`src/include/eeprom_fe_pkg.sv`:
```
package eeprom_fe_pkg;
    // ****************************************
    // register map, byte addresses
    // ****************************************
    localparam logic [3:0] OFS_STATUS = 4'h0;
    localparam logic [3:0] OFS_RX = 4'h4;
    localparam logic [3:0] OFS_TX = 4'h8;
    localparam logic [3:0] OFS_CONTROL = 4'hC;
    // status register fields
    localparam int ST_WIP = 0;
    localparam int ST_WEL = 1;
    localparam int ST_PBL = 2;
    localparam int ST_PBH = 3;
    localparam int ST_STATUS_WRITE_DISABLE = 7;
    localparam int ST_SELECTED = 8;
    localparam int ST_PAUSED = 9;
    localparam int ST_RX_VALID = 10;
    localparam int ST_ARMED = 11;
    localparam int ST_STANDBY = 12;
    // rx register fields
    localparam int RX_BYTE_LSB = 0;
    localparam int RX_COUNT_LSB = 8;
    localparam int RX_OPCODE_LSB = 16;
    // control register fields
    localparam int CT_OUT_EN = 0;
    localparam logic CT_OUT_EN_RST = 1'b1;
    localparam logic [7:0] TX_RST = 8'h00;
    // ****************************************
    // serial opcodes
    // ****************************************
    localparam logic [7:0] OP_WREN = 8'h06;
    localparam logic [7:0] OP_WRDI = 8'h04;
    localparam logic [7:0] OP_RDSR = 8'h05;
    localparam logic [7:0] OP_WRSR = 8'h01;
    localparam logic [7:0] OP_READ = 8'h03;
    localparam logic [7:0] OP_WRITE = 8'h02;
    // frame sizes; a read header is opcode + three address bytes
    localparam logic [2:0] READ_HDR_BYTES = 3'h4;
    localparam logic [2:0] WRITE_MIN_BYTES = 3'h5;
    localparam logic [2:0] WRSR_BYTES = 3'h2;
    localparam logic [2:0] BYTE_CNT_MAX = 3'h7;
    localparam logic [2:0] LAST_BIT = 3'h7;
    // ****************************************
    // pin synchroniser lanes
    // ****************************************
    localparam int PIN_COUNT = 5;
    localparam int PIN_SCK = 0;
    localparam int PIN_SDI = 1;
    localparam int PIN_SEL = 2;
    localparam int PIN_PAUSE = 3;
    localparam int PIN_WP = 4;
    localparam logic [PIN_COUNT-1:0] PIN_RST = 5'h00;
    localparam int WIP_CNT_W = 24;
    localparam int WRITE_CYCLES_DEF = 100000;
endpackage : eeprom_fe_pkg

```
`src/logic/pin_sync.sv`:
```
`timescale 1ns/10ps
// ****************************************
// three stage pin sampler with edge flags
// ****************************************
module pin_sync
    import eeprom_fe_pkg::*;
(
    input wire logic clk_in,
    input wire logic rst_in,
    input wire logic [PIN_COUNT-1:0] pins_in,
    output logic [PIN_COUNT-1:0] level_out,
    output logic [PIN_COUNT-1:0] rise_out,
    output logic [PIN_COUNT-1:0] fall_out
);
    logic [PIN_COUNT-1:0] s1_r;
    logic [PIN_COUNT-1:0] s2_r;
    logic [PIN_COUNT-1:0] s3_r;
    logic [PIN_COUNT-1:0] lvl_r;

    genvar i;
    generate
        for (i = 0; i < PIN_COUNT; i = i + 1) begin : g_lane
            // stage one feeds only stage two
            always_ff @(posedge clk_in or posedge rst_in) begin
                if (rst_in) begin
                    s1_r[i] <= PIN_RST[i];
                    s2_r[i] <= PIN_RST[i];
                    s3_r[i] <= PIN_RST[i];
                    lvl_r[i] <= PIN_RST[i];
                end else begin
                    s1_r[i] <= pins_in[i];
                    s2_r[i] <= s1_r[i];
                    s3_r[i] <= s2_r[i];
                    // change accepted once two and three agree
                    if (s2_r[i] == s3_r[i]) begin
                        lvl_r[i] <= s3_r[i];
                    end
                end
            end
            // edge flags from the accepted level
            assign rise_out[i] = (s2_r[i] == s3_r[i]) & s3_r[i] & ~lvl_r[i];
            assign fall_out[i] = (s2_r[i] == s3_r[i]) & ~s3_r[i] & lvl_r[i];
        end
    endgenerate

    assign level_out = lvl_r;
endmodule : pin_sync

```
`src/logic/eeprom_front_end.sv`:
```
// Local design decisions: the address map and the Avalon-MM register port.
`timescale 1ns/10ps
// Behaviour
// - input bits are taken on a rising serial clock edge
// - output bits are shifted out from a falling serial clock edge
// - select high: deselected, output released, standby unless writing
// - after reset, no selection until select has fallen once
// - bytes arrive MSB first; first bit on first rise after select
// - output MSB first, from first fall after a read instruction
// - works with clock idling low or high
// - reset clears write enable and busy; protect bits keep values
// - no instruction is acted on while reset is applied
// - while paused, output released and clock and data ignored
// - pause may only begin while selected
// - pause begins when pause falls with serial clock low
// - pause ends when pause rises with serial clock low
// - pause keeps bit and byte position untouched
// - deselect while paused resets interface; a complete instruction is still acted on
// - complete write with whole bytes starts write cycle on deselect
// - write protect low with status lock freezes protect bits
// - busy flag high during self timed write, low otherwise
// - acted on only if select rises on a byte boundary
module eeprom_front_end
    import eeprom_fe_pkg::*;
#(
    parameter int unsigned WRITE_CYCLES = WRITE_CYCLES_DEF
) (
    input wire logic clk_in,
    input wire logic rst_in,
    input wire logic spi_clk_in,
    input wire logic spi_data_in,
    input wire logic select_n_in,
    input wire logic pause_n_in,
    input wire logic write_protect_n_in,
    output logic spi_data_out,
    output logic spi_data_oe_n_out,
    output logic write_in_progress_out,
    output logic standby_out,
    input wire logic [3:0] avs_address_in,
    input wire logic avs_read_in,
    input wire logic avs_write_in,
    input wire logic [31:0] avs_writedata_in,
    input wire logic [3:0] avs_byteenable_in,
    output logic [31:0] avs_readdata_out,
    output logic avs_waitrequest_out
);
    // ****************************************
    // pin sampling
    // ****************************************
    logic [PIN_COUNT-1:0] lvl;
    logic [PIN_COUNT-1:0] rise;
    logic [PIN_COUNT-1:0] fall;

    pin_sync u_sync (
        .clk_in(clk_in),
        .rst_in(rst_in),
        .pins_in({write_protect_n_in, pause_n_in, select_n_in,
                  spi_data_in, spi_clk_in}),
        .level_out(lvl),
        .rise_out(rise),
        .fall_out(fall)
    );

    // ****************************************
    // state
    // ****************************************
    logic armed_r;
    logic paused_r;
    logic [2:0] bit_cnt_r;
    logic [2:0] byte_cnt_r;
    logic [6:0] shift_in_r;
    logic [7:0] rx_byte_r;
    logic [7:0] opcode_r;
    logic rx_valid_r;
    logic [7:0] out_sr_r;
    logic q_r;
    logic q_on_r;
    logic wel_r;
    logic wip_r;
    logic [WIP_CNT_W-1:0] wip_cnt_r;
    logic pbl_r;
    logic pbh_r;
    logic status_write_disable_r;
    logic [7:0] tx_r;
    logic out_en_r;
    logic ack_r;
    logic [31:0] rdata_r;

    // ****************************************
    // link decode
    // ****************************************
    wire sck_low = ~lvl[PIN_SCK];
    wire selected = armed_r & ~lvl[PIN_SEL];
    wire run = selected & ~paused_r;
    wire take_bit = run & rise[PIN_SCK];
    wire give_bit = run & fall[PIN_SCK];
    wire byte_done = take_bit & (bit_cnt_r == LAST_BIT);
    wire [7:0] in_byte = {shift_in_r, lvl[PIN_SDI]};
    wire deselect = armed_r & rise[PIN_SEL];
    wire on_boundary = (bit_cnt_r == 3'h0);
    wire hw_locked = status_write_disable_r & ~lvl[PIN_WP];
    wire [7:0] status_byte = {status_write_disable_r, 3'h0, pbh_r, pbl_r, wel_r, wip_r};

    // read-type phases after the instruction is fully in
    wire rdsr_out = (opcode_r == OP_RDSR) & (byte_cnt_r != 3'h0);
    wire read_out = (opcode_r == OP_READ) & (byte_cnt_r >= READ_HDR_BYTES);
    wire out_phase = rdsr_out | read_out;
    wire [7:0] out_src = rdsr_out ? status_byte : tx_r;

    // instruction acceptance at deselect
    wire act = deselect & on_boundary & ~wip_r;
    wire do_wren = act & (opcode_r == OP_WREN) & (byte_cnt_r == 3'h1);
    wire do_wrdi = act & (opcode_r == OP_WRDI) & (byte_cnt_r == 3'h1);
    wire do_wrsr = act & wel_r & ~hw_locked & (opcode_r == OP_WRSR)
                 & (byte_cnt_r == WRSR_BYTES);
    wire do_write = act & wel_r & (opcode_r == OP_WRITE)
                  & (byte_cnt_r >= WRITE_MIN_BYTES);
    wire start_cycle = do_wrsr | do_write;
    wire wip_end = wip_r & (wip_cnt_r == '0);

    // ****************************************
    // selection guard and pause
    // ****************************************
    // arm only on a real falling edge after reset
    always_ff @(posedge clk_in or posedge rst_in) begin
        if (rst_in) begin
            armed_r <= 1'b0;
        end else if (fall[PIN_SEL]) begin
            armed_r <= 1'b1;
        end
    end

    // pause follows the pin only while selected and clock low
    always_ff @(posedge clk_in or posedge rst_in) begin
        if (rst_in) begin
            paused_r <= 1'b0;
        end else if (!selected) begin
            paused_r <= 1'b0;
        end else if (sck_low) begin
            paused_r <= ~lvl[PIN_PAUSE];
        end
    end

    // ****************************************
    // bit and byte framing
    // ****************************************
    // counters frozen while paused, cleared on select edges
    always_ff @(posedge clk_in or posedge rst_in) begin
        if (rst_in) begin
            bit_cnt_r <= 3'h0;
            byte_cnt_r <= 3'h0;
        end else if (fall[PIN_SEL] || deselect) begin
            bit_cnt_r <= 3'h0;
            byte_cnt_r <= 3'h0;
        end else if (take_bit) begin
            bit_cnt_r <= bit_cnt_r + 3'h1;
            if (byte_done && byte_cnt_r != BYTE_CNT_MAX) begin
                byte_cnt_r <= byte_cnt_r + 3'h1;
            end
        end
    end

    // input shifter, MSB first
    always_ff @(posedge clk_in or posedge rst_in) begin
        if (rst_in) begin
            shift_in_r <= 7'h00;
            rx_byte_r <= 8'h00;
            opcode_r <= 8'h00;
        end else if (fall[PIN_SEL]) begin
            opcode_r <= 8'h00;
        end else if (take_bit) begin
            shift_in_r <= in_byte[6:0];
            if (byte_done) begin
                rx_byte_r <= in_byte;
                if (byte_cnt_r == 3'h0) begin
                    opcode_r <= in_byte;
                end
            end
        end
    end

    // ****************************************
    // output shifter
    // ****************************************
    // load at byte boundary, shift otherwise, on clock fall
    always_ff @(posedge clk_in or posedge rst_in) begin
        if (rst_in) begin
            out_sr_r <= 8'h00;
            q_r <= 1'b0;
            q_on_r <= 1'b0;
        end else if (!selected) begin
            q_on_r <= 1'b0;
        end else if (give_bit && out_phase) begin
            q_on_r <= 1'b1;
            if (on_boundary) begin
                q_r <= out_src[7];
                out_sr_r <= {out_src[6:0], 1'b0};
            end else begin
                q_r <= out_sr_r[7];
                out_sr_r <= {out_sr_r[6:0], 1'b0};
            end
        end
    end

    // released when deselected, paused or not in an output phase
    assign spi_data_out = q_r;
    assign spi_data_oe_n_out = ~(run & q_on_r & out_en_r);

    // ****************************************
    // write enable, busy flag, protect bits
    // ****************************************
    // enable latch: set by a finished WREN, cleared by a finished WRDI or at the end of the write cycle
    always_ff @(posedge clk_in or posedge rst_in) begin
        if (rst_in) begin
            wel_r <= 1'b0;
        end else if (do_wren) begin
            wel_r <= 1'b1;
        end else if (do_wrdi || wip_end) begin
            wel_r <= 1'b0;
        end
    end

    // self timed cycle length
    always_ff @(posedge clk_in or posedge rst_in) begin
        if (rst_in) begin
            wip_r <= 1'b0;
            wip_cnt_r <= '0;
        end else if (start_cycle) begin
            wip_r <= 1'b1;
            wip_cnt_r <= WIP_CNT_W'(WRITE_CYCLES - 1);
        end else if (wip_end) begin
            wip_r <= 1'b0;
        end else if (wip_r) begin
            wip_cnt_r <= wip_cnt_r - 1'b1;
        end
    end

    // nonvolatile bits: untouched by reset
    always_ff @(posedge clk_in) begin
        if (do_wrsr) begin
            status_write_disable_r <= rx_byte_r[ST_STATUS_WRITE_DISABLE];
            pbh_r <= rx_byte_r[ST_PBH];
            pbl_r <= rx_byte_r[ST_PBL];
        end
    end

    assign write_in_progress_out = wip_r;
    assign standby_out = ~selected & ~wip_r;

    // ****************************************
    // avalon slave
    // ****************************************
    wire req = avs_read_in | avs_write_in;
    wire hit_status = avs_address_in == OFS_STATUS;
    wire hit_rx = avs_address_in == OFS_RX;
    wire hit_tx = avs_address_in == OFS_TX;
    wire hit_ctl = avs_address_in == OFS_CONTROL;
    wire wr_lo = avs_write_in & ack_r & avs_byteenable_in[0];
    wire rx_read = avs_read_in & ack_r & hit_rx;

    // status word
    wire [31:0] status_word = {19'h0, standby_out, armed_r, rx_valid_r,
                               paused_r, selected, status_byte};
    wire [31:0] rx_word = {8'h00, opcode_r, 5'h00, byte_cnt_r, rx_byte_r};

    // read multiplexer, unmapped reads zero
    wire [31:0] rmux = hit_status ? status_word :
                       hit_rx ? rx_word :
                       hit_tx ? {24'h0, tx_r} :
                       hit_ctl ? {31'h0, out_en_r} : 32'h0;

    // one wait cycle, answer on the second edge
    always_ff @(posedge clk_in or posedge rst_in) begin
        if (rst_in) begin
            ack_r <= 1'b0;
            rdata_r <= 32'h0;
        end else begin
            ack_r <= req & ~ack_r;
            rdata_r <= rmux;
        end
    end

    assign avs_waitrequest_out = req & ~ack_r;
    assign avs_readdata_out = rdata_r;

    // software registers
    always_ff @(posedge clk_in or posedge rst_in) begin
        if (rst_in) begin
            tx_r <= TX_RST;
            out_en_r <= CT_OUT_EN_RST;
        end else if (wr_lo && hit_tx) begin
            tx_r <= avs_writedata_in[7:0];
        end else if (wr_lo && hit_ctl) begin
            out_en_r <= avs_writedata_in[CT_OUT_EN];
        end
    end

    // new byte flag: set wins over read clear
    always_ff @(posedge clk_in or posedge rst_in) begin
        if (rst_in) begin
            rx_valid_r <= 1'b0;
        end else if (byte_done) begin
            rx_valid_r <= 1'b1;
        end else if (rx_read) begin
            rx_valid_r <= 1'b0;
        end
    end
endmodule : eeprom_front_end

```
`config.mk`:
```
export PLATFORM = sky130hd
export DESIGN_NAME = eeprom_front_end
export DESIGN_NICKNAME = d
export VERILOG_FILES = /design/src/include/eeprom_fe_pkg.sv /design/src/logic/pin_sync.sv /design/src/logic/eeprom_front_end.sv
export SDC_FILE = /design/constraint.sdc
export NUM_CORES = 1
export LEC_CHECK = 0
export BUFFER_PORTS_ARGS = -buffer_cell sky130_fd_sc_hd__buf_2
export CAP_MARGIN = 20
export CORE_MARGIN = 2
export CORE_UTILIZATION = 50
export CTS_BUF_LIST = sky130_fd_sc_hd__clkbuf_16
export DETAILED_ROUTE_END_ITERATION = 6
export PLACE_DENSITY_LB_ADDON = 0.2
export SLEW_MARGIN = 0
export SYNTH_ARGS = -nofsm -noshare
export SYNTH_HDL_FRONTEND = slang
export SYNTH_SLANG_ARGS = --single-unit
export TNS_END_PERCENT = 30
```
`constraint.sdc`:
```
create_clock -name clk_in -period 10.8 [get_ports clk_in]
set_input_delay 1.08 -clock clk_in [delete_from_list [all_inputs] [get_ports clk_in]]
set_output_delay 1.08 -clock clk_in [all_outputs]
set_load 0.05 [all_outputs]
```
* After elaboration in Yosys (flattened, before gate mapping)
Index checks and enable logic that the tools add are counted.
** Operators by class
- Add/sub/neg operators :: 3
- Magnitude comparators :: 2
- Equality and inequality tests :: 21
- Muxes and demuxes :: 29
- Bitwise operators :: 55
- Reductions and logical operators :: 27
** Operator list (count)
- $mux W24 :: 5
- $mux W8 :: 7
- $and A1 B1 Y1 :: 38
- $eq A8 B3 Y1 const B :: 3
- $logic_not A24 Y1 :: 1
- $sub A24 B1 Y24 const B :: 1
- $reduce_bool A2 Y1 :: 9
- $eq A8 B2 Y1 const B :: 2
- $mux W3 :: 5
- $not A1 Y1 :: 14
- $mux W1 :: 12
- $reduce_and A2 Y1 :: 5
- $eq A4 B4 Y1 const B :: 2
- $eq A8 B1 Y1 const B :: 1
- $add A3 B1 Y3 const B :: 2
- $ge A3 B3 Y1 const B :: 2
- $logic_not A3 Y1 :: 2
- $reduce_and A3 Y1 :: 2
- $eq A1 B1 Y1 :: 5
- $eq A4 B3 Y1 const B :: 1
- $logic_and A1 B1 Y1 :: 4
- $logic_not A4 Y1 :: 1
- $ne A2 B2 Y1 const B :: 2
- $eq A3 B1 Y1 const B :: 1
- other kinds (7) :: 10
** Word-level totals
- Register bits after elaboration :: 125
- Input port bits :: 49
- Output and inout bits :: 37
- Word-level logic and storage cells :: 178

* Logic depth before layout (Yosys ltp)
- Word-level depth :: 13
- Mapped depth :: 8
- Depth with buffers taken out :: 7

* Hierarchy
From an unflattened synthesis, not the netlist that was laid out.
** Unflattened totals
- Cells, all modules :: 498
- Area total of the unflattened synthesis :: 5615.4 um2
** By module, submodules not included
- eeprom_front_end :: instances 1, cells each 442, area each 4810.9 um2, sequential area each 2543.7 um2
- pin_sync :: instances 1, cells each 56, area each 804.5 um2, sequential area each 500.5 um2

* Least setup slack after synthesis
No wires, ideal clock.
- Path type :: input-to-output
- Start point :: input port avs_read_in
- End point :: output port avs_waitrequest_out
- Data arrival time :: 1.777 ns
- Data required time :: 9.720 ns
- Slack :: 7.943 ns
- Stages on the path :: 2
- Path buffers :: 0
- Cell sequence :: nor2_1 -> nor2_1
** On the way
- Cells in the longest elaborated chain, start to end :: 2
** RTL lines
- start, declared :: RTL line eeprom_front_end.sv:40 : input wire logic avs_read_in,
- $or A1 B1 Y1 :: RTL line eeprom_front_end.sv:253 : wire req = avs_read_in | avs_write_in;
- $and A1 B1 Y1 :: RTL line eeprom_front_end.sv:283 : assign avs_waitrequest_out = req & ~ack_r;
- end, declared :: RTL line eeprom_front_end.sv:45 : output logic avs_waitrequest_out
No other way between the ends.

* Worst setup path after layout
- Start point :: register u_sync.lvl_r[2] (netlist: u_sync.level_out[2])
- End point :: output port spi_data_oe_n_out
** On the way
- Cells in the longest elaborated chain, start to end :: 6
** RTL lines
- start, declared :: RTL line pin_sync.sv:18 : logic [PIN_COUNT-1:0] lvl_r;
- start signal, assigned by index :: RTL line pin_sync.sv:29 : lvl_r[i] <= PIN_RST[i];
- start signal, assigned by index :: RTL line pin_sync.sv:36 : lvl_r[i] <= s3_r[i];
- $not A1 Y1 :: RTL line eeprom_front_end.sv:93 : wire selected = armed_r & ~lvl[PIN_SEL];
- $and A1 B1 Y1 :: RTL line eeprom_front_end.sv:93
- $and A1 B1 Y1 :: RTL line eeprom_front_end.sv:94 : wire run = selected & ~paused_r;
- $and A1 B1 Y1 (2 in a row) :: RTL line eeprom_front_end.sv:207 : assign spi_data_oe_n_out = ~(run & q_on_r & out_en_r);
- $not A1 Y1 :: RTL line eeprom_front_end.sv:207
- end, declared :: RTL line eeprom_front_end.sv:36 : output logic spi_data_oe_n_out,
No other way between the ends.

==> results_dict.tcl <==
set metrics [dict create \
    status "completed" \
    hold_viol_final 0 \
    finalSetupViolCount 0 \
    ant_nets 0 \
    slew_viol_final 0 \
    path_clk_slew_ns 0.05 \
    pwr-share-comb 0.082 \
    skew_ns 0.0155 \
    cts-resized-gates 0 \
    min_path_type "flip-flop to flip-flop" \
    p_sw_mw 0.275 \
    grt_pass1_wl_um 18500 \
    period_share 0.279 \
    tightest_slew_ns 0.972 \
    power.density_nw_per_um2 183 \
    cap_viol_max_count 0 \
    r2r-end "opcode_r[7]$_DFFE_PP0P_" \
    syn_inst 488 \
    dr_total_vias 3723 \
    grt_max_degree 79 \
    ys_seq_area_frac 0.557 \
    hpwlAfterDp_um 7780 \
    critPathRequiredTime_ns 9.72 \
    synth_area_per_cell_um2 11.2 \
    antenna_found_initial 0 \
    total_power_mw 1.16 \
    regToRegStartpoint "u_sync.level_out[2]$_DFFE_PP0N_" \
    p_int_mw 0.889 \
    drc 0 \
    core_um2 10700 \
    worstSetupStartpointType "flip-flop" \
    fin_nets 601 \
    synthAdderAreaFrac 0.0376 \
    postCtsSetupBuffers 0 \
    design_area_um2 6380 \
    numCtsBuffers 17 \
    fill_cells 911 \
    dp.cells 659 \
    crit_path_max_fanout 7 \
    period_needed_ns 3.01 \
    drive_gt1_frac 0.203 \
    insertedDiodeCount 0 \
    htreeDepth 4 \
    power_frac_seq 0.430 \
    synth_ff_type "dfrtp_1" \
    cts.hold.buffers_added 0 \
    synth_cell_types 58 \
    holdWs_ns 0.342 \
    ys_ff_latch 121 \
    synth_compound_area_frac 0.0515 \
    rsz0062_at_grt "false" \
    avgRoutedWirePerCell_um 16.4 \
    grt_pass1_vias 3742 \
    endpoint_kind "primary output" \
    ir_worst_vdd_mv 0.101 \
    placed_area_um2 5780 \
    viasPerCell 5.39 \
    synth-edff-count 3 \
    synthToLayoutAreaGrowth_pct 16.7 \
    clk_latency_ns 0.42 \
    yosysWarnings 0 \
    final_core_util 0.593 \
    p_leak_nw 3.19 \
    muxShareOfSynthArea 0.0941 \
    p_sw_frac 0.236 \
    ff2ff_setup_slack_ns 7.97 \
    drt-pass1-iter-count 5 \
    stdcell_count 691 \
    synth_xor_area_frac 0.0240 \
    initial_core_util 0.508 \
    setup.worst_path.start "u_sync.level_out[2]$_DFFE_PP0N_" \
    first_iter_violations 256 \
    grt-ovfl-total 0 \
    min_from "u_sync.s1_r[3]$_DFF_PP0_" \
    ios 86 \
    tns_ns 0 \
    tritoncts "yes" \
    clock_power_share 0.488 \
    die_x_um 109 \
    place_ws_ns 7.95 \
    chipHeight_um 109 \
    die-area_um2 11800 \
    grt.total_usage 0.210 \
    synth_area_um2 5460 \
    crit_type "flip-flop to primary output" \
    cts_buffer_depth 2 \
    root_buffer "clkbuf_16" \
    port_buffers 47 \
    fmax_mhz 332 \
    relSlewSlack 0.352 \
    crit_end "spi_data_oe_n_out" \
    arrival_ns 1.93 \
    wirelength_um 11300 \
    gp_congestion 0.826 \
    cts.sinks 121 \
    synth_top_family_by_area "simple AND/OR/NAND/NOR gates" \
    yosys.area_share.simple 0.197 \
    r2r_cells 5 \
    setup_ws_ns 7.79 \
    rows 38 \
    synthArstFlopShare 0.975 \
]
==> critical path, stage by stage, from the launching register on <==
cell and delay, ns:
dfrtp_1 0.45, nor3b_1 0.59, nand3_1 0.22, buf_2 0.26
==> final cells by class <==
class / count / area [um2] / area share
Tap cell: 140 / 175 / 0.0275
Sequential cell: 121 / 3040 / 0.477
Timing Repair Buffer: 49 / 250 / 0.0392
Clock inverter: 15 / 170 / 0.0267
Multi-Input combinational cell: 334 / 2250 / 0.353
Clock buffer: 17 / 425 / 0.0667
Inverter: 15 / 58.8 / 0.00922
==> cell families after synthesis <==
| group | count (synthesis) |
|---|---|
| adders and majority gates | 17 |
| buffers and inverters | 43 |
| muxes | 47 |
| DFF | 121 |
| other | 1 |
| xor gates and xnor gates | 15 |
| and+or+nand+nor | 199 |
| AOI/OAI and AO/OA | 45 |
==> per-layer routing <==
metal	track usage	vias up	wire length, um
li1	-	1774	-
met1	0.267	1856	5120
met2	0.342	77	5610
met3	0.0639	16	456
met4	0.0751	0	155
met5	0	-	0
==> worst min-delay path by stage <==
stage | to | slack [ns] | cells after the start
5_1_grt | u_sync.s2_r[3]$_DFF_PP0_ | 0.35 | 0
3_3_place_gp | u_sync.s2_r[4]$_DFF_PP0_ | 0.33 | 0
4_1_cts | u_sync.s2_r[3]$_DFF_PP0_ | 0.34 | 0
6_report | u_sync.s2_r[3]$_DFF_PP0_ | 0.34 | 0
2_1_floorplan | u_sync.s2_r[0]$_DFF_PP0_ | 0.33 | 0
3_5_place_dp | u_sync.s2_r[3]$_DFF_PP0_ | 0.34 | 0
==> layout by cell type (no fill, tap or decap), types with 15 or more instances in the layout <==
| cell type | count |
|---|---|
| clkbuf_16 | 17 |
| buf_2 | 47 |
| nand3_1 | 15 |
| nor2_1 | 53 |
| a21oi_1 | 15 |
| nand2_1 | 45 |
| mux2_2 | 25 |
| inv_1 | 19 |
| dfrtp_1 | 117 |
| mux2i_1 | 21 |
==> power by group through the flow <==
stage               clock network (mW)  registers, mW  logic (mW)
finish                           0.568          0.500      0.0957
global route                     0.600          0.503       0.106
CTS                              0.578          0.500      0.0971
detailed placement                   0          0.508      0.0964
global placement                     0          0.506      0.0936
floorplan                            0          0.504      0.0732
==> registers in the layout (all words and copies together) (netlist names), 7 cells and up <==
name,cells
out_sr_r,7
tx_r,8
shift_in_r,7
opcode_r,8
wip_cnt_r,24
rx_byte_r,8
avs_readdata_out,21
==> synthesized netlist by cell type (all sizes together) (6+ instances only) <==
| cell type | count | area share |
|---|---|---|
| a211oi | 7 | 0.0096 |
| a21oi | 15 | 0.014 |
| and2 | 8 | 0.0094 |
| buf | 13 | 0.017 |
| clkbuf | 15 | 0.010 |
| dfrtp | 117 | 0.54 |
| ha | 14 | 0.032 |
| inv | 15 | 0.010 |
| mux2 | 25 | 0.052 |
| mux2i | 21 | 0.038 |
| nand2 | 46 | 0.032 |
| nand2b | 6 | 0.0069 |
| nand3 | 15 | 0.014 |
| nand4 | 6 | 0.0069 |
| nor2 | 53 | 0.036 |
| nor2b | 8 | 0.0092 |
| nor3 | 11 | 0.013 |
| nor3b | 7 | 0.0096 |
| nor4 | 11 | 0.016 |
| o21ai | 6 | 0.0055 |
| xnor2 | 14 | 0.022 |
Power figures use the tool's default switching activity.
